[src/logic/dssl_pkg.sv]
// Purpose: shared constants and types for the dual-slope sequencer and lcd drive
// Assumes: clk is the converter oscillator
// Notes: all counts are in converter counts except BP_DIV and OSC_PER_COUNT, which are in oscillator cycles
`default_nettype none

package dssl_pkg;

  // oscillator cycles per converter count
  localparam int unsigned OSC_PER_COUNT = 4;
  localparam int unsigned PRESC_W = 2;
  localparam logic [PRESC_W-1:0] PRESC_LAST = PRESC_W'(OSC_PER_COUNT - 1);

  localparam int unsigned CNT_W = 12;
  localparam int unsigned AZ_MIN_COUNTS = 1000;
  localparam int unsigned AZ_MAX_COUNTS = 3000;
  localparam int unsigned INTEG_COUNTS = 1000;
  localparam int unsigned DEINT_MAX_COUNTS = 2000;
  localparam int unsigned CYCLE_COUNTS = 4000;

  // backplane period in oscillator cycles
  localparam int unsigned BP_DIV = 800;
  localparam int unsigned BP_W = 9;

  localparam int unsigned DIGITS = 4;
  localparam logic [3:0] BCD_NINE = 4'h9;
  localparam logic [3:0] BCD_ZERO = 4'h0;

  typedef enum logic [1:0] {
    PH_ZERO = 2'b00,
    PH_INTEG = 2'b01,
    PH_DEINT = 2'b10
  } dssl_phase_t;

  typedef struct packed {
    logic inputs_connect;
    logic nodes_to_common;
    logic az_loop_close;
    logic low_to_common;
    logic ref_direct;
    logic ref_reversed;
  } dssl_analog_t;

  localparam dssl_analog_t ANALOG_ZERO = '{1'b0, 1'b1, 1'b1, 1'b0, 1'b0, 1'b0};

  typedef struct packed {
    logic minus;
    logic thousands;
    logic [6:0] hundreds;
    logic [6:0] tens;
    logic [6:0] ones;
  } dssl_seg_t;

endpackage : dssl_pkg

`default_nettype wire

[src/logic/dssl_top.sv]
// Purpose: dual-slope converter sequencer with direct lcd segment and backplane drive
// Assumes: clk is the oscillator; comparator and lamp test arrive asynchronously from pins
// Notes: segment bits are abcdefg with a in bit 6; the thousands output drives b and c together
//
// Contract
// - run zero, integrate, de-integrate phases in that order, forever.
// - zero phase lasts 1000 to 3000 counts, set by unused de-integration time.
// - signal integration lasts exactly 1000 counts.
// - one count every four oscillator cycles.
// - zero phase opens inputs, shorts nodes to common, closes offset loop.
// - integration connects inputs to high and low pins, offset loop open.
// - latch polarity from comparator at end of integration, valid below one count.
// - de-integration ties low to common, reference polarity opposes latched sign.
// - de-integration ends on zero crossing, 0 to 2000 counts, count is result.
// - displayed reading equals the de-integration count; over-range shows 1999.
// - backplane square wave at oscillator frequency divided by 800.
// - segment in phase with backplane is off, antiphase is on.
// - minus segment on when latched polarity is negative.
// - lamp test forces all segments on as constant level; keep it brief.
// - every measurement cycle after the first one following reset totals 4000 counts.
// - unused de-integration counts extend the following zero phase.
`default_nettype none

module dssl_top
  import dssl_pkg::*;
#(
  parameter int unsigned AZ_MIN = dssl_pkg::AZ_MIN_COUNTS,
  parameter int unsigned AZ_MAX = dssl_pkg::AZ_MAX_COUNTS,
  parameter int unsigned INTEG = dssl_pkg::INTEG_COUNTS,
  parameter int unsigned DEINT_MAX = dssl_pkg::DEINT_MAX_COUNTS,
  parameter int unsigned BP_DIVIDE = dssl_pkg::BP_DIV
) (
  input wire logic clk,
  input wire logic resetn,
  input wire logic comparator_in,
  input wire logic lamp_test_in,
  output dssl_pkg::dssl_analog_t analog_ctrl_o,
  output dssl_pkg::dssl_phase_t phase_o,
  output logic count_tick_o,
  output logic backplane_o,
  output dssl_pkg::dssl_seg_t segments_o,
  output logic [dssl_pkg::CNT_W-1:0] result_count_o,
  output logic result_negative_o,
  output logic overrange_o,
  output logic result_valid_o
);
  import dssl_pkg::*;

  localparam logic [CNT_W-1:0] AZ_MIN_C = CNT_W'(AZ_MIN);
  localparam logic [CNT_W-1:0] AZ_MAX_C = CNT_W'(AZ_MAX);
  localparam logic [CNT_W-1:0] INTEG_LAST = CNT_W'(INTEG - 1);
  localparam logic [CNT_W-1:0] DEINT_MAX_C = CNT_W'(DEINT_MAX);
  localparam logic [CNT_W-1:0] DEINT_LAST = CNT_W'(DEINT_MAX - 1);
  localparam logic [CNT_W-1:0] CNT_ONE = CNT_W'(1);
  localparam logic [BP_W-1:0] BP_HALF_LAST = BP_W'(BP_DIVIDE / 2 - 1);

  function automatic logic [6:0] seven_seg(input logic [3:0] d);
    logic [6:0] s;
    s = 7'h00;
    case (d)
      4'h0: s = 7'h7E;
      4'h1: s = 7'h30;
      4'h2: s = 7'h6D;
      4'h3: s = 7'h79;
      4'h4: s = 7'h33;
      4'h5: s = 7'h5B;
      4'h6: s = 7'h5F;
      4'h7: s = 7'h70;
      4'h8: s = 7'h7F;
      4'h9: s = 7'h7B;
      default: s = 7'h00;
    endcase
    return s;
  endfunction : seven_seg

  // pin synchronisers; only the second stage is read
  logic comp_meta_q;
  logic comp_s_q;
  logic lamp_meta_q;
  logic lamp_s_q;

  always_ff @(posedge clk) begin
    if (!resetn) begin
      comp_meta_q <= 1'b0;
      comp_s_q <= 1'b0;
      lamp_meta_q <= 1'b0;
      lamp_s_q <= 1'b0;
    end else begin
      comp_meta_q <= comparator_in;
      comp_s_q <= comp_meta_q;
      lamp_meta_q <= lamp_test_in;
      lamp_s_q <= lamp_meta_q;
    end
  end

  // count prescaler
  logic [PRESC_W-1:0] presc_q;
  logic tick;

  assign tick = (presc_q == PRESC_LAST);

  always_ff @(posedge clk) begin
    if (!resetn) begin
      presc_q <= '0;
    end else begin
      presc_q <= presc_q + PRESC_W'(1);
    end
  end

  always_ff @(posedge clk) begin
    if (!resetn) begin
      count_tick_o <= 1'b0;
    end else begin
      count_tick_o <= tick;
    end
  end

  // phase sequencer
  dssl_phase_t state_q;
  dssl_phase_t state_d;
  logic [CNT_W-1:0] cnt_q;
  logic [CNT_W-1:0] zero_len_q;
  logic comp_ref_q;
  logic neg_q;
  logic crossing;
  logic deint_end;
  logic deint_over;
  logic integ_end;

  // comparator leaving the level it held at integration end marks the zero crossing
  assign crossing = (comp_s_q != comp_ref_q);
  assign integ_end = tick && (state_q == PH_INTEG) && (cnt_q == INTEG_LAST);
  assign deint_end = tick && (state_q == PH_DEINT) && (crossing || cnt_q == DEINT_LAST);
  assign deint_over = deint_end && !crossing;

  always_comb begin
    state_d = state_q;
    case (state_q)
      PH_ZERO: begin
        if (tick && cnt_q == zero_len_q - CNT_ONE) begin
          state_d = PH_INTEG;
        end
      end
      PH_INTEG: begin
        if (integ_end) begin
          state_d = PH_DEINT;
        end
      end
      PH_DEINT: begin
        if (deint_end) begin
          state_d = PH_ZERO;
        end
      end
      default: state_d = PH_ZERO;
    endcase
  end

  always_ff @(posedge clk) begin
    if (!resetn) begin
      state_q <= PH_ZERO;
      cnt_q <= '0;
    end else begin
      state_q <= state_d;
      if (state_d != state_q) begin
        cnt_q <= '0;
      end else if (tick) begin
        cnt_q <= cnt_q + CNT_ONE;
      end
    end
  end

  // first cycle after reset uses the longest zero phase
  always_ff @(posedge clk) begin
    if (!resetn) begin
      zero_len_q <= AZ_MAX_C;
    end else if (deint_end) begin
      if (deint_over) begin
        zero_len_q <= AZ_MIN_C;
      end else begin
        // ending tick counts as used, so the whole cycle stays constant
        zero_len_q <= AZ_MIN_C + DEINT_LAST - cnt_q;
      end
    end
  end

  always_ff @(posedge clk) begin
    if (!resetn) begin
      comp_ref_q <= 1'b0;
      neg_q <= 1'b0;
    end else if (integ_end) begin
      // sign is pure comparator state, so sub-count inputs still resolve
      comp_ref_q <= comp_s_q;
      neg_q <= !comp_s_q;
    end
  end

  // analog switch controls, registered from the next phase so they align with phase_o
  always_ff @(posedge clk) begin
    if (!resetn) begin
      analog_ctrl_o <= ANALOG_ZERO;
      phase_o <= PH_ZERO;
    end else begin
      phase_o <= state_d;
      analog_ctrl_o <= '0;
      case (state_d)
        PH_ZERO: analog_ctrl_o <= ANALOG_ZERO;
        PH_INTEG: analog_ctrl_o.inputs_connect <= 1'b1;
        PH_DEINT: begin
          analog_ctrl_o.low_to_common <= 1'b1;
          // positive input needs the reference reversed to ramp back
          analog_ctrl_o.ref_reversed <= integ_end ? comp_s_q : !neg_q;
          analog_ctrl_o.ref_direct <= integ_end ? !comp_s_q : neg_q;
        end
        default: analog_ctrl_o <= ANALOG_ZERO;
      endcase
    end
  end

  // decade counters for the reading
  logic [3:0] bcd_q [DIGITS];
  logic [DIGITS:0] carry;
  logic bcd_clr;

  assign bcd_clr = integ_end;
  assign carry[0] = tick && (state_q == PH_DEINT) && !deint_end;

  genvar gi;
  generate
    for (gi = 0; gi < DIGITS; gi++) begin : g_decade
      assign carry[gi+1] = carry[gi] && (bcd_q[gi] == BCD_NINE);
      always_ff @(posedge clk) begin
        if (!resetn) begin
          bcd_q[gi] <= BCD_ZERO;
        end else if (bcd_clr) begin
          bcd_q[gi] <= BCD_ZERO;
        end else if (carry[gi]) begin
          bcd_q[gi] <= (bcd_q[gi] == BCD_NINE) ? BCD_ZERO : bcd_q[gi] + 4'h1;
        end
      end
    end
  endgenerate

  // display latch and result
  logic [3:0] disp_q [3];
  logic disp_thou_q;
  logic disp_neg_q;

  always_ff @(posedge clk) begin
    if (!resetn) begin
      disp_q[0] <= BCD_ZERO;
      disp_q[1] <= BCD_ZERO;
      disp_q[2] <= BCD_ZERO;
      disp_thou_q <= 1'b0;
      disp_neg_q <= 1'b0;
    end else if (deint_end) begin
      // over-range leaves the decades at the top of scale
      disp_q[0] <= bcd_q[0];
      disp_q[1] <= bcd_q[1];
      disp_q[2] <= bcd_q[2];
      disp_thou_q <= (bcd_q[3] != BCD_ZERO);
      disp_neg_q <= neg_q;
    end
  end

  always_ff @(posedge clk) begin
    if (!resetn) begin
      result_count_o <= '0;
      result_negative_o <= 1'b0;
      overrange_o <= 1'b0;
      result_valid_o <= 1'b0;
    end else begin
      result_valid_o <= deint_end;
      if (deint_end) begin
        result_count_o <= deint_over ? DEINT_MAX_C : cnt_q;
        result_negative_o <= neg_q;
        overrange_o <= deint_over;
      end
    end
  end

  // lcd backplane and segment drive
  logic [BP_W-1:0] bp_cnt_q;
  logic bp_q;
  logic bp_d;
  dssl_seg_t seg_on;

  assign bp_d = (bp_cnt_q == BP_HALF_LAST) ? !bp_q : bp_q;

  always_ff @(posedge clk) begin
    if (!resetn) begin
      bp_cnt_q <= '0;
      bp_q <= 1'b0;
    end else begin
      bp_cnt_q <= (bp_cnt_q == BP_HALF_LAST) ? '0 : bp_cnt_q + BP_W'(1);
      bp_q <= bp_d;
    end
  end

  always_comb begin
    seg_on.minus = disp_neg_q;
    seg_on.thousands = disp_thou_q;
    seg_on.hundreds = seven_seg(disp_q[2]);
    seg_on.tens = seven_seg(disp_q[1]);
    seg_on.ones = seven_seg(disp_q[0]);
  end

  // lamp test holds dc on the glass; the panel only tolerates this briefly
  always_ff @(posedge clk) begin
    if (!resetn) begin
      backplane_o <= 1'b0;
      segments_o <= '0;
    end else if (lamp_s_q) begin
      backplane_o <= 1'b0;
      segments_o <= '1;
    end else begin
      backplane_o <= bp_d;
      segments_o <= seg_on ^ {$bits(dssl_seg_t){bp_d}};
    end
  end

endmodule : dssl_top

`default_nettype wire

[config.mk]
export PLATFORM = sky130hd
export DESIGN_NAME = dssl_top
export DESIGN_NICKNAME = d
export VERILOG_FILES = /design/src/logic/dssl_pkg.sv /design/src/logic/dssl_top.sv
export SDC_FILE = /design/constraint.sdc
export NUM_CORES = 1
export LEC_CHECK = 0
export BUFFER_PORTS_ARGS = -buffer_cell sky130_fd_sc_hd__buf_2
export CAP_MARGIN = 25
export CORE_MARGIN = 10
export CORE_UTILIZATION = 50
export CTS_BUF_LIST = sky130_fd_sc_hd__clkbuf_8
export CTS_CLUSTER_SIZE = 28
export DETAILED_ROUTE_END_ITERATION = 16
export PLACE_DENSITY = 0.78
export SYNTH_ARGS = -nofsm -noshare
export SYNTH_HDL_FRONTEND = slang
export SYNTH_SLANG_ARGS = --single-unit
export TNS_END_PERCENT = 20
[constraint.sdc]
create_clock -name clk -period 4.56 [get_ports clk]
set_clock_uncertainty 0.15 [all_clocks]
set_input_delay 0.684 -clock clk [delete_from_list [all_inputs] [get_ports clk]]
set_output_delay 0.684 -clock clk [all_outputs]
set_load 0.01 [all_outputs]
==> reports/metrics.sh, run 1 <==
WORST-SETUP-PATH-TYPE='reg -> reg'
CLK_PIN_SLEW_PS=80
SETUP_TNS_PS=0
SYNTH_CELL_TYPES=58
NUMBER_OF_BUFFERS_AND_INVERTERS_ON_THE_CRITICAL_PATH=1
WORST_HOLD_STARTPOINT='presc_q[0]$_SDFF_PN0_'
TIMING.CRITICAL_PATH.TO_TYPE='flip-flop'
RUN_STATUS='completed'
TIMING.REG2REG.SETUP_SLACK_PS=1130
PLACED_AREA_UM2=6210
SEQ_AREA_UM2=2640
SETUP-VIOLATIONS-FINAL=0
CRIT_CHAIN='or4_4, nor4_2, mux2_2, a31o_2, a2111oi_4, buf_4, nor2_1, ha_1, and2_1, and2_1'
CTS_HOLD_BUF=0
FINAL_CRITICAL_PATH_SETUP_SLACK_PS=1130
GRTUSAGETOTAL=0.153
SYNTH-EDFF-COUNT=28
DESIGN_AREA_UM2=6640
SYNTH_NETS=639
AVERAGE_WIRE_PER_STANDARD_CELL_UM=15.3
CRITPATHMOSTFREQUENTCELL='sky130_fd_sc_hd__and2_1'
SYNTH-ASYNC-RESET-RATIO=0
MULTI_INPUT_COMB_AREA_UM2=2970
FIN_CRIT_PS=3430
POST_SYNTHESIS_AVERAGE_CELL_AREA_UM2=9.78
CTS_MADE_BUFFERS=17
CTS_ROOT_BUFFER='sky130_fd_sc_hd__clkbuf_8'
N_FILL_CELL=966
DIE-AREA_UM2=16500
POST_SYNTH_FA_HA_MAJ_AREA_FRACTION=0.0746
COMBINATIONAL_FAMILY_WITH_THE_MOST_AREA_AFTER_SYNTHESIS='simple AND/OR/NAND/NOR gates'
SYNTH-MAIN-FF-CELL='sky130_fd_sc_hd__dfxtp_1'
FMAXACHIEVABLE_MHz=291
NUM_ROWS=39
GLOBALROUTEOVERFLOWTOTAL=0
VERTICAL_EXTENT_OF_THE_DIE_UM=128
CRITICAL-PATH-TOP-DELAY-FAMILY='simple AND/OR/NAND/NOR gates'
WORST_PATH_SLOWEST_CELL='sky130_fd_sc_hd__or4_4'
CTS_TREE='done'
AVGVIACOUNTPERCELL=5.41
HEADROOM_TO_THE_MAX_SLEW_LIMIT=0.465
FIN_NETS=681
DR_TOTAL_VIAS=4316
VDD.IR_DROP.WORST_mV=0.287
DIODES=0
MUXSHAREOFSYNTHAREA=0.0121
POSTCTSRESIZEDCELLS=0
INITIAL_CORE_UTIL=0.512
VIA_COUNT_OF_THE_FIRST_GLOBAL_ROUTING_PASS=4243
WORSTPATHMAXFANOUT=15
STATIC-LEAKAGE-POWER_nW=2.78
LARGEST_NET_DEGREE_AT_THE_START_OF_GLOBAL_ROUTING=50
FIN_CRIT_SH=0.753
SYNTHESIS_WARNING_TOTAL=0
STARTPOINT_TYPE='flip-flop'
SYNTH-COMPOUND-AREA-SHARE=0.117
IO_BUFFERS=51
SYN_INST=600
WORST_EP_REQUIRED_TIME_PS=4780
DP_SLACK_PS=1120
P_PER_AREA_nW_PER_UM2=344
R2R_PATH_START='zero_len_q[4]$_SDFFE_PN1P_'
FIRST_PASS_GRT_WIRE_LENGTH_MM=20.5
SYNTH.YOSYS.SEQ_AREA_SHARE=0.450
WORSTHOLDPATHTYPE='reg -> reg'
DIE_W_UM=128
DRT_FIRST_ITER_VIOLATIONS=292
DETAILED_PLACE_HPWL_MM=8.66
TIMING_HOLD_VIOLATIONS_FINAL=0
FINAL_MAX_SLEW_VIOL_COUNT=0
PLACE.GP.CONGESTION=0.858
POST_SYNTH_AND_OR_NAND_NOR_AREA_FRACTION=0.193
AREA_DELTA_SYNTH_FINAL_PCT=13.2
SYNTH_XOR_XNOR_AREA_SHARE=0.109
SYNTH.FF_LATCH_COUNT=118
DESIGN.CORE.AREA_UM2=11500
FINAL_UTIL=0.579
CRIT_ARRIVAL_PS=3650
IO_PINS=52
CRIT_PATH_START='zero_len_q[4]$_SDFFE_PN1P_'
CTS_NUM_SINKS=118
ANT_NETS=0
MAX_CAPACITANCE_VIOLATION_COUNT=0
SETUP_FIX_BUFFERS_ADDED_AFTER_CLOCK_TREE_SYNTHESIS=0
SYN-CELL-AREA_UM2=5870
WORST_PIN_SLEW_PS=797
DRT_WL_TOTAL_MM=12.2
INSERTION_DELAY_PS=460
H-TREE-DEPTH=4
DRTPASS1ITERATIONS=4
ANTENNA_VIOLATIONS_BEFORE_REPAIR=0
CRITICAL-PATH-MAX-STAGE-DELAY_PS=590
DRIVE_GT1_FRAC=0.162
CTS_MAX_PATH_BUFFERS=2
POST_DETAILED_ROUTE_DRC_MARKER_COUNT=0
SETUP_REPAIR_AFTER_GLOBAL_ROUTING_MISSED_ITS_MARGIN='false'
[synthesized netlist by cell type (7+ instances only)]
cell | instances | area [um^2]
sky130_fd_sc_hd__a21boi_0 | 23 | 173
sky130_fd_sc_hd__a21oi_1 | 18 | 90.1
sky130_fd_sc_hd__and2_1 | 15 | 93.8
sky130_fd_sc_hd__and3_1 | 15 | 93.8
sky130_fd_sc_hd__clkbuf_1 | 24 | 90.1
sky130_fd_sc_hd__dfxtp_1 | 90 | 1800
sky130_fd_sc_hd__edfxtp_1 | 28 | 841
sky130_fd_sc_hd__ha_1 | 35 | 438
sky130_fd_sc_hd__inv_1 | 30 | 113
sky130_fd_sc_hd__nand2_1 | 37 | 139
sky130_fd_sc_hd__nand3_1 | 12 | 60.1
sky130_fd_sc_hd__nand4_1 | 7 | 43.8
sky130_fd_sc_hd__nor2_1 | 54 | 203
sky130_fd_sc_hd__nor2b_1 | 8 | 50.1
sky130_fd_sc_hd__nor3_1 | 13 | 65.1
sky130_fd_sc_hd__nor3_2 | 9 | 90.1
sky130_fd_sc_hd__nor3b_1 | 8 | 60.1
sky130_fd_sc_hd__o21ai_0 | 11 | 55.1
sky130_fd_sc_hd__o22ai_1 | 10 | 62.6
sky130_fd_sc_hd__xnor2_1 | 39 | 342
sky130_fd_sc_hd__xor2_1 | 34 | 298
[cells in the final DEF, fill, tap and decap left out, types with 3 or more instances in the layout]
master                      synthesis  layout
sky130_fd_sc_hd__or3_1              4       4
sky130_fd_sc_hd__edfxtp_1          28      28
sky130_fd_sc_hd__buf_2              5      51
sky130_fd_sc_hd__nand3b_1           4       4
sky130_fd_sc_hd__a22oi_1            4       4
sky130_fd_sc_hd__buf_4              2       4
sky130_fd_sc_hd__xnor2_1           39      39
sky130_fd_sc_hd__xor2_1            34      33
sky130_fd_sc_hd__o22ai_1           10      10
sky130_fd_sc_hd__a21oi_1           18      18
sky130_fd_sc_hd__nand2b_1           5       5
sky130_fd_sc_hd__ha_1              35      35
sky130_fd_sc_hd__o21ai_0           11      11
sky130_fd_sc_hd__nor2b_1            8       8
sky130_fd_sc_hd__nand4_1            7       7
sky130_fd_sc_hd__nor3b_1            8       8
sky130_fd_sc_hd__nor2_1            54      54
sky130_fd_sc_hd__clkinv_4           0       5
sky130_fd_sc_hd__nand3_1           12      12
sky130_fd_sc_hd__bufinv_16          0       3
sky130_fd_sc_hd__nand2_1           37      37
sky130_fd_sc_hd__mux2i_1            6       6
sky130_fd_sc_hd__a22o_1             6       6
sky130_fd_sc_hd__nor3_1            13      13
sky130_fd_sc_hd__nor3_2             9       9
sky130_fd_sc_hd__a31oi_1            6       6
sky130_fd_sc_hd__dfxtp_1           90      90
sky130_fd_sc_hd__inv_1             30      30
sky130_fd_sc_hd__and2_1            15      15
sky130_fd_sc_hd__and3_1            15      15
sky130_fd_sc_hd__a21boi_0          23      23
sky130_fd_sc_hd__o21a_1             4       4
sky130_fd_sc_hd__clkbuf_8           0      19
[through the flow]
| stage | std cells | power [mW] | hold WS (ps) |
|---|---|---|---|
| after floorplan | 600 | 1.25 | 248 |
| after global placement | 765 | 1.28 | 257 |
| after detailed placement | 766 | 1.29 | 267 |
| after CTS | 798 | 2.31 | 254 |
| after global routing | 798 | 2.38 | 261 |
| final | 798 | 2.29 | 271 |
[where the power goes]
group / internal (mW) / switching, mW
logic: 0.0576 / 0.0799
registers: 1.10 / 0.0236
clock network: 0.574 / 0.449
total: 1.74 / 0.552
[metal layers]
layer / part of all wire / GRT usage / vias to the layer above
met5: 0 / 0 / -
met3: 0.060 / 0.0460 / 20
met4: 0.018 / 0.0715 / 0
met2: 0.51 / 0.264 / 98
met1: 0.41 / 0.168 / 2045
li1: - / - / 2153
[flip-flops by register name (all words and copies together), names as in the netlist]
| name | count |
|---|---|
| analog_ctrl_o | 5 |
| backplane_o | 1 |
| bcd_q | 16 |
| bp_cnt_q | 9 |
| bp_q | 1 |
| cnt_q | 12 |
| comp_meta_q | 1 |
| comp_ref_q | 1 |
| comp_s_q | 1 |
| count_tick_o | 1 |
| disp_q | 12 |
| disp_thou_q | 1 |
| lamp_meta_q | 1 |
| lamp_s_q | 1 |
| neg_q | 1 |
| overrange_o | 1 |
| phase_o | 2 |
| presc_q | 2 |
| result_count_o | 12 |
| result_negative_o | 1 |
| result_valid_o | 1 |
| segments_o | 23 |
| zero_len_q | 12 |
[logic make-up after synthesis]
family	Yosys count
simple gates	206
xor+xnor	73
mux	7
flops	118
fa+ha+maj	35
compound gates	97
buf+inv	64
[worst register-to-register path, delay by kind of cell, from the launching register on]
family	cells	cell delay, ps
AND/OR/NAND/NOR	5	1360
flip-flops	1	400
adder cells (fa/ha/maj)	1	210
AO/OA/AOI/OAI	2	540
buffers and inverters	1	290
multiplexers	1	380
[layout make-up]
type | instances | share of cell area
Multi-Input combinational cell | 418 | 0.448
Sequential cell | 118 | 0.398
Timing Repair Buffer | 56 | 0.0452
Clock buffer | 19 | 0.0394
Tap cell | 143 | 0.0269
Clock inverter | 13 | 0.0256
Inverter | 31 | 0.0175
[path summary, 6_finish.rpt]
check	endpoint	cells past startpoint
max reg2reg	analog_ctrl_o[1]$_SDFF_PN0_	10
min	presc_q[0]$_SDFF_PN0_	1
max	analog_ctrl_o[1]$_SDFF_PN0_	10
min reg2reg	presc_q[0]$_SDFF_PN0_	1
(Power assumes the default switching activity.)
==> run 2: changes to the inputs <==
clock period = 3.55 ns   (was 4.56 ns; I/O delays follow)
==> run 2 against run 1 <==
Compared with the run above: cell count increased by 0.38%; critical path type unchanged; power increased by 28%; critical path depth decreased by 1; largest cell class unchanged; critical endpoint unchanged; non-clock buffer count increased by 3; global-route usage decreased by 0.56 points; largest power group unchanged; die area unchanged; sequential power increased by 28%; register-to-register slack got worse by 810 ps; highest routed layer unchanged.
==> reports/metrics.sh, run 2 (same netlist as run 1, synthesis figures left out) <==
RUN_STATUS='completed'  # unchanged
FINAL_CRITICAL_PATH_SETUP_SLACK_PS=320  # was 1130 ps
REG_TOP3='segments_o x23, bcd_q x16'  # unchanged
WHS_PS=161  # was 271 ps
WORSTPATHMAXFANOUT=8  # was 15
AVERAGE_WIRE_PER_STANDARD_CELL_UM=14.8  # was 15.3 um
CTS_MADE_BUFFERS=17  # unchanged
ANTENNA_VIOLATIONS_BEFORE_REPAIR=0  # unchanged
SETUP_TNS_PS=0  # unchanged
CTS_MAX_PATH_BUFFERS=2  # unchanged
DIE-AREA_UM2=16500  # unchanged
IO_BUFFERS=51  # unchanged
ANT_NETS=0  # unchanged
SETUP_FIX_BUFFERS_ADDED_AFTER_CLOCK_TREE_SYNTHESIS=0  # unchanged
FINAL_COMMON_CELL='sky130_fd_sc_hd__dfxtp_1'  # unchanged
LARGEST_NET_DEGREE_AT_THE_START_OF_GLOBAL_ROUTING=28  # was 50
SETUP_REPAIR_AFTER_GLOBAL_ROUTING_MISSED_ITS_MARGIN='false'  # unchanged
GRTUSAGETOTAL=0.147  # was 0.153
FINAL_CELLS=801  # was 798
INSTANCE_COUNT_AFTER_PLACEMENT_WITH_TAP_CELLS_INCLUDED=769  # was 766
WORST_PIN_SLEW_PS=691  # was 797 ps
AVGVIACOUNTPERCELL=5.37  # was 5.41
DRT_WL_TOTAL_MM=11.8  # was 12.2 mm
N_FILL_CELL=971  # was 966
HEADROOM_TO_THE_MAX_SLEW_LIMIT=0.538  # was 0.465
DP_SLACK_PS=348  # was 1120 ps
GLOBALROUTEOVERFLOWTOTAL=0  # unchanged
DRTPASS1ITERATIONS=4  # unchanged
POSTCTSRESIZEDCELLS=0  # unchanged
SETUP-VIOLATIONS-FINAL=0  # unchanged
LARGEST_REGISTER_FF_COUNT=23  # unchanged
POWER_SWITCHING_mW=0.642  # was 0.552 mW
P_PER_AREA_nW_PER_UM2=441  # was 344 nW/um^2
CTS_ROOT_BUFFER='sky130_fd_sc_hd__clkbuf_8'  # unchanged
MOSTFREQUENTLAYOUTCELLS='90 x sky130_fd_sc_hd__dfxtp_1, 54 x sky130_fd_sc_hd__nor2_1, 51 x sky130_fd_sc_hd__buf_2, 39 x sky130_fd_sc_hd__xnor2_1, 37 x sky130_fd_sc_hd__nand2_1'  # unchanged
REGISTERS.TOP_BY_FF_COUNT='segments_o'  # unchanged
POWER_FRAC_COMB=0.061  # was 0.060
DIODES=0  # unchanged
WORSTHOLDPATHTYPE='in -> reg'  # was reg -> reg
PLACED_AREA_UM2=6230  # was 6210 um^2
CLOCKPOWERSHARE=0.446  # was 0.447
MAX_CAPACITANCE_VIOLATION_COUNT=0  # unchanged
INSERTION_DELAY_PS=430  # was 460 ps
TIMING.CRITICAL_PATH.TO_TYPE='flip-flop'  # unchanged
CTS_TREE='done'  # unchanged
AREA_DELTA_SYNTH_FINAL_PCT=13.5  # was 13.2%
STARTPOINT_TYPE='flip-flop'  # unchanged
INTERNAL-POWER_mW=2.30  # was 1.74 mW
CTS_HOLD_BUF=0  # unchanged
DESIGN.CORE.AREA_UM2=11500  # unchanged
POST_DETAILED_ROUTE_DRC_MARKER_COUNT=0  # unchanged
FINAL_UTIL=0.581  # was 0.579
WORST-SETUP-PATH-TYPE='reg -> reg'  # unchanged
H-TREE-DEPTH=4  # unchanged
STATIC-LEAKAGE-POWER_nW=2.81  # was 2.78 nW
WORST_EP_REQUIRED_TIME_PS=3730  # was 4780 ps
DR_TOTAL_VIAS=4300  # was 4316
VERTICAL_EXTENT_OF_THE_DIE_UM=128  # unchanged
SEQPWRFRAC=0.493  # about the same
NUM_ROWS=39  # unchanged
FMAXACHIEVABLE_MHz=310  # was 291 MHz
CLK_PIN_SLEW_PS=70  # was 80 ps
DRT_FIRST_ITER_VIOLATIONS=354  # was 292
VDD.IR_DROP.WORST_mV=0.460  # was 0.287 mV
FINAL_MAX_SLEW_VIOL_COUNT=0  # unchanged
CTS_NUM_SINKS=118  # unchanged
FIN_CRIT_SH=0.910  # was 0.753
PLACE.GP.CONGESTION=0.860  # was 0.858
VIA_COUNT_OF_THE_FIRST_GLOBAL_ROUTING_PASS=4294  # was 4243
FIN_NETS=684  # was 681
TOTAL_POWER_mW=2.94  # was 2.29 mW
DIE_W_UM=128  # unchanged
CRIT_ARRIVAL_PS=3410  # was 3650 ps
DRIVE_GT1_FRAC=0.163  # was 0.162
DESIGN_AREA_UM2=6670  # was 6640 um^2
FIN_CRIT_PS=3230  # was 3430 ps
INITIAL_CORE_UTIL=0.512  # unchanged
DETAILED_PLACE_HPWL_MM=8.71  # was 8.66 mm
FIRST_PASS_GRT_WIRE_LENGTH_MM=20.0  # was 20.5 mm
IO_PINS=52  # unchanged
SWITCHING_SHARE=0.219  # was 0.241
TIMING_HOLD_VIOLATIONS_FINAL=0  # unchanged
==> run 2: per-layer routing <==
metal / up-vias / routed length [um] / global-route usage
met5: - / 0 / 0
met4: 0 / 89 / 0.0490
met3: 9 / 707 / 0.0497
met2: 95 / 6020 / 0.259
met1: 2049 / 5030 / 0.162
li1: 2147 / - / -
==> run 2: final cells by class <==
| class | instances | area [um^2] | area share |
|---|---|---|---|
| Multi-Input combinational cell | 418 | 2970 | 0.446 |
| Clock inverter | 9 | 121 | 0.0182 |
| Inverter | 31 | 116 | 0.0175 |
| Sequential cell | 118 | 2640 | 0.396 |
| Timing Repair Buffer | 59 | 315 | 0.0473 |
| Tap cell | 143 | 179 | 0.0268 |
| Clock buffer | 23 | 317 | 0.0475 |
==> run 2: power groups by stage <==
stage / combinational (mW) / clock (mW) / sequential [mW]
2_1_floorplan: 0.118 / 0 / 1.48
3_3_place_gp: 0.171 / 0 / 1.47
3_5_place_dp: 0.179 / 0 / 1.48
4_1_cts: 0.180 / 1.34 / 1.45
5_1_grt: 0.202 / 1.40 / 1.45
6_report: 0.178 / 1.31 / 1.45
==> run 2: path summary, 6_finish.rpt <==
check | cells after the start | end | slack, ps | startpoint
worst max register to register | 9 | analog_ctrl_o[1]$_SDFF_PN0_ | 320 | zero_len_q[4]$_SDFFE_PN1P_
worst max-delay path | 9 | analog_ctrl_o[1]$_SDFF_PN0_ | 320 | zero_len_q[4]$_SDFFE_PN1P_
worst min-delay path | 2 | comp_meta_q$_SDFF_PN0_ | 160 | comparator_in
worst min register to register | 1 | presc_q[0]$_SDFF_PN0_ | 270 | presc_q[0]$_SDFF_PN0_
==> run 2: critical path, cell delays in order, from the launching register on <==
cell                        delay, ps
sky130_fd_sc_hd__dfxtp_1          380
sky130_fd_sc_hd__or4_4            580
sky130_fd_sc_hd__nor4_2           390
sky130_fd_sc_hd__mux2_2           380
sky130_fd_sc_hd__a31o_2           260
sky130_fd_sc_hd__a2111oi_4        340
sky130_fd_sc_hd__nor2_1           110
sky130_fd_sc_hd__ha_1             220
sky130_fd_sc_hd__and2_1           170
sky130_fd_sc_hd__and2_1           150
==> run 3: changes to the inputs <==
PLACE_DENSITY = 0.66   (was 0.78)
clock period = 4.2 ns   (was 3.55 ns; I/O delays follow)
==> run 3 against run 2 <==
Compared with the run above: core utilization grew 0.12 points; fmax increased by 0.89%; setup slack better by 680 ps; non-clock buffer count decreased by 2; cell count is 0.25% lower; sequential cell count stayed put; sequential share of layout area fell by 0.082 points; final area increased by 0.21%; clock power down 8%; combinational power is 17% lower; power fell by 12%; critical endpoint unchanged.
==> reports/metrics.sh, run 3 (same netlist as run 1, synthesis figures left out) <==
STARTPOINT_TYPE='flip-flop'  # unchanged
MOSTFREQUENTLAYOUTCELLS='90 x sky130_fd_sc_hd__dfxtp_1, 54 x sky130_fd_sc_hd__nor2_1, 51 x sky130_fd_sc_hd__buf_2, 39 x sky130_fd_sc_hd__xnor2_1, 37 x sky130_fd_sc_hd__nand2_1'  # unchanged
WORSTHOLDPATHTYPE='in -> reg'  # unchanged
RUN_STATUS='completed'  # unchanged
CTS_NUM_SINKS=118  # unchanged
REG_TOP3='segments_o x23, bcd_q x16'  # unchanged
AVERAGE_WIRE_PER_STANDARD_CELL_UM=15.1  # was 14.8 um
STATIC-LEAKAGE-POWER_nW=2.82  # was 2.81 nW
ANTENNA_VIOLATIONS_BEFORE_REPAIR=0  # unchanged
FIRST_PASS_GRT_WIRE_LENGTH_MM=20.5  # was 20.0 mm
CTS_MADE_BUFFERS=17  # unchanged
TIMING.CRITICAL_PATH.TO_TYPE='flip-flop'  # unchanged
TIMING.REG2REG.SETUP_SLACK_PS=1000  # was 320 ps
CTS_ROOT_BUFFER='sky130_fd_sc_hd__clkbuf_8'  # unchanged
DETAILED_PLACE_HPWL_MM=8.69  # was 8.71 mm
VIA_COUNT_OF_THE_FIRST_GLOBAL_ROUTING_PASS=4243  # was 4294
R2R_PATH_START='zero_len_q[4]$_SDFFE_PN1P_'  # unchanged
MULTI_INPUT_COMB_AREA_UM2=2970  # unchanged
CTS_HOLD_BUF=0  # unchanged
AVGVIACOUNTPERCELL=5.29  # was 5.37
DIE_W_UM=128  # unchanged
DRTPASS1ITERATIONS=4  # unchanged
NUM_ROWS=39  # unchanged
GLOBALROUTEOVERFLOWTOTAL=0  # unchanged
WORST_EP_REQUIRED_TIME_PS=4380  # was 3730 ps
FF2FF_PATH_DEPTH=9  # unchanged
DIE-AREA_UM2=16500  # unchanged
REGISTERS.TOP_BY_FF_COUNT='segments_o'  # unchanged
HOLDPATHSTAGES=2  # unchanged
FINAL_MAX_SLEW_VIOL_COUNT=0  # unchanged
SETUP_REPAIR_AFTER_GLOBAL_ROUTING_MISSED_ITS_MARGIN='false'  # unchanged
FIN_CRIT_PS=3200  # was 3230 ps
PLACE.GP.CONGESTION=0.904  # was 0.860
DRIVE_GT1_FRAC=0.160  # was 0.163
SETUP_TNS_PS=0  # unchanged
AREA_DELTA_SYNTH_FINAL_PCT=13.8  # was 13.5%
INSERTION_DELAY_PS=440  # was 430 ps
VDD.IR_DROP.WORST_mV=0.269  # was 0.460 mV
H-TREE-DEPTH=4  # unchanged
FIN_NETS=682  # was 684
SETUP_FIX_BUFFERS_ADDED_AFTER_CLOCK_TREE_SYNTHESIS=0  # unchanged
INITIAL_CORE_UTIL=0.512  # unchanged
WORST_PIN_SLEW_PS=863  # was 691 ps
CRIT_ARRIVAL_PS=3380  # was 3410 ps
N_FILL_CELL=988  # was 971
SEQ_AREA_UM2=2640  # unchanged
WHS_PS=256  # was 161 ps
CTS_TREE='done'  # unchanged
FINAL_COMMON_CELL='sky130_fd_sc_hd__dfxtp_1'  # unchanged
MAX_CAPACITANCE_VIOLATION_COUNT=0  # unchanged
FMAXACHIEVABLE_MHz=312  # was 310 MHz
DIODES=0  # unchanged
HEADROOM_TO_THE_MAX_SLEW_LIMIT=0.420  # was 0.538
POST_DETAILED_ROUTE_DRC_MARKER_COUNT=0  # unchanged
P_PER_AREA_nW_PER_UM2=386  # was 441 nW/um^2
R2R_END='analog_ctrl_o[1]$_SDFF_PN0_'  # unchanged
POSTCTSRESIZEDCELLS=0  # unchanged
FIN_CRIT_SH=0.762  # was 0.910
VERTICAL_EXTENT_OF_THE_DIE_UM=128  # unchanged
ANT_NETS=0  # unchanged
DR_TOTAL_VIAS=4226  # was 4300
SETUP-VIOLATIONS-FINAL=0  # unchanged
DESIGN.CORE.AREA_UM2=11500  # unchanged
LARGEST_NET_DEGREE_AT_THE_START_OF_GLOBAL_ROUTING=39  # was 28
DRT_WL_TOTAL_MM=12.1  # was 11.8 mm
WORST_HOLD_STARTPOINT='lamp_test_in'  # was comparator_in
LARGEST_REGISTER_FF_COUNT=23  # unchanged
CTS_MAX_PATH_BUFFERS=2  # unchanged
WORSTPATHMAXFANOUT=8  # unchanged
WORST-SETUP-PATH-TYPE='reg -> reg'  # unchanged
IO_BUFFERS=51  # unchanged
CLK_PIN_SLEW_PS=70  # about the same
TIMING_HOLD_VIOLATIONS_FINAL=0  # unchanged
GRTUSAGETOTAL=0.152  # was 0.147
IO_PINS=52  # unchanged
DRT_FIRST_ITER_VIOLATIONS=301  # was 354
MIN_DELAY_WORST_ENDPOINT='lamp_meta_q$_SDFF_PN0_'  # was comp_meta_q$_SDFF_PN0_
==> run 3: routing by layer <==
| layer | share of wire | track usage | vias up |
|---|---|---|---|
| met5 | 0 | 0 | - |
| met4 | 0.028 | 0.0775 | 0 |
| met3 | 0.069 | 0.0505 | 35 |
| met2 | 0.47 | 0.246 | 109 |
| met1 | 0.43 | 0.177 | 1935 |
| li1 | - | - | 2147 |
==> run 3: worst max path at each step <==
stage / to / slack, ps / depth (start not counted) / start
6_report: analog_ctrl_o[1]$_SDFF_PN0_ / 1000 / 9 / zero_len_q[4]$_SDFFE_PN1P_
3_5_place_dp: analog_ctrl_o[5]$_SDFF_PN0_ / 1010 / 9 / zero_len_q[4]$_SDFFE_PN1P_
2_1_floorplan: analog_ctrl_o[1]$_SDFF_PN0_ / 950 / 10 / zero_len_q[4]$_SDFFE_PN1P_
4_1_cts: analog_ctrl_o[1]$_SDFF_PN0_ / 990 / 9 / zero_len_q[4]$_SDFFE_PN1P_
5_1_grt: analog_ctrl_o[5]$_SDFF_PN0_ / 770 / 10 / presc_q[0]$_SDFF_PN0_
3_3_place_gp: analog_ctrl_o[5]$_SDFF_PN0_ / 1040 / 9 / zero_len_q[4]$_SDFFE_PN1P_
==> run 3: cell type report <==
cell class / instances / area share
sequential: 118 / 0.396
clock inverter: 11 / 0.0266
clock buffer: 21 / 0.0433
tap: 143 / 0.0268
inverter: 31 / 0.0174
timing repair buffer: 57 / 0.0450
multi-input combinational: 418 / 0.445
==> run 3: through the flow <==
stage | utilization | setup WS, ps | power, mW | instances | instance area (um^2)
4_1_cts | 0.582 | 991 | 2.60 | 799 | 6680
3_5_place_dp | 0.542 | 1010 | 1.40 | 767 | 6210
3_3_place_gp | 0.542 | 1040 | 1.39 | 767 | 6210
5_1_grt | 0.582 | 769 | 2.68 | 799 | 6680
2_1_floorplan | - | 947 | 1.35 | 600 | 5870
6_report | 0.582 | 998 | 2.58 | 799 | 6680
==> run 3: report_power, final <==
| part | total (mW) | switching [mW] | internal, mW |
|---|---|---|---|
| combinational | 0.148 | 0.0848 | 0.0627 |
| sequential | 1.22 | 0.0253 | 1.20 |
| clock | 1.21 | 0.444 | 0.762 |
| total | 2.58 | 0.555 | 2.02 |
==> run 3: worst max-delay path, cell delays in order, from the launching register on <==
cell	delay, ps
sky130_fd_sc_hd__dfxtp_1	380
sky130_fd_sc_hd__or4_4	580
sky130_fd_sc_hd__nor4_2	370
sky130_fd_sc_hd__mux2_2	380
sky130_fd_sc_hd__a31o_2	260
sky130_fd_sc_hd__a2111oi_4	340
sky130_fd_sc_hd__nor2_1	100
sky130_fd_sc_hd__ha_1	210
sky130_fd_sc_hd__and2_1	160
sky130_fd_sc_hd__and2_1	150
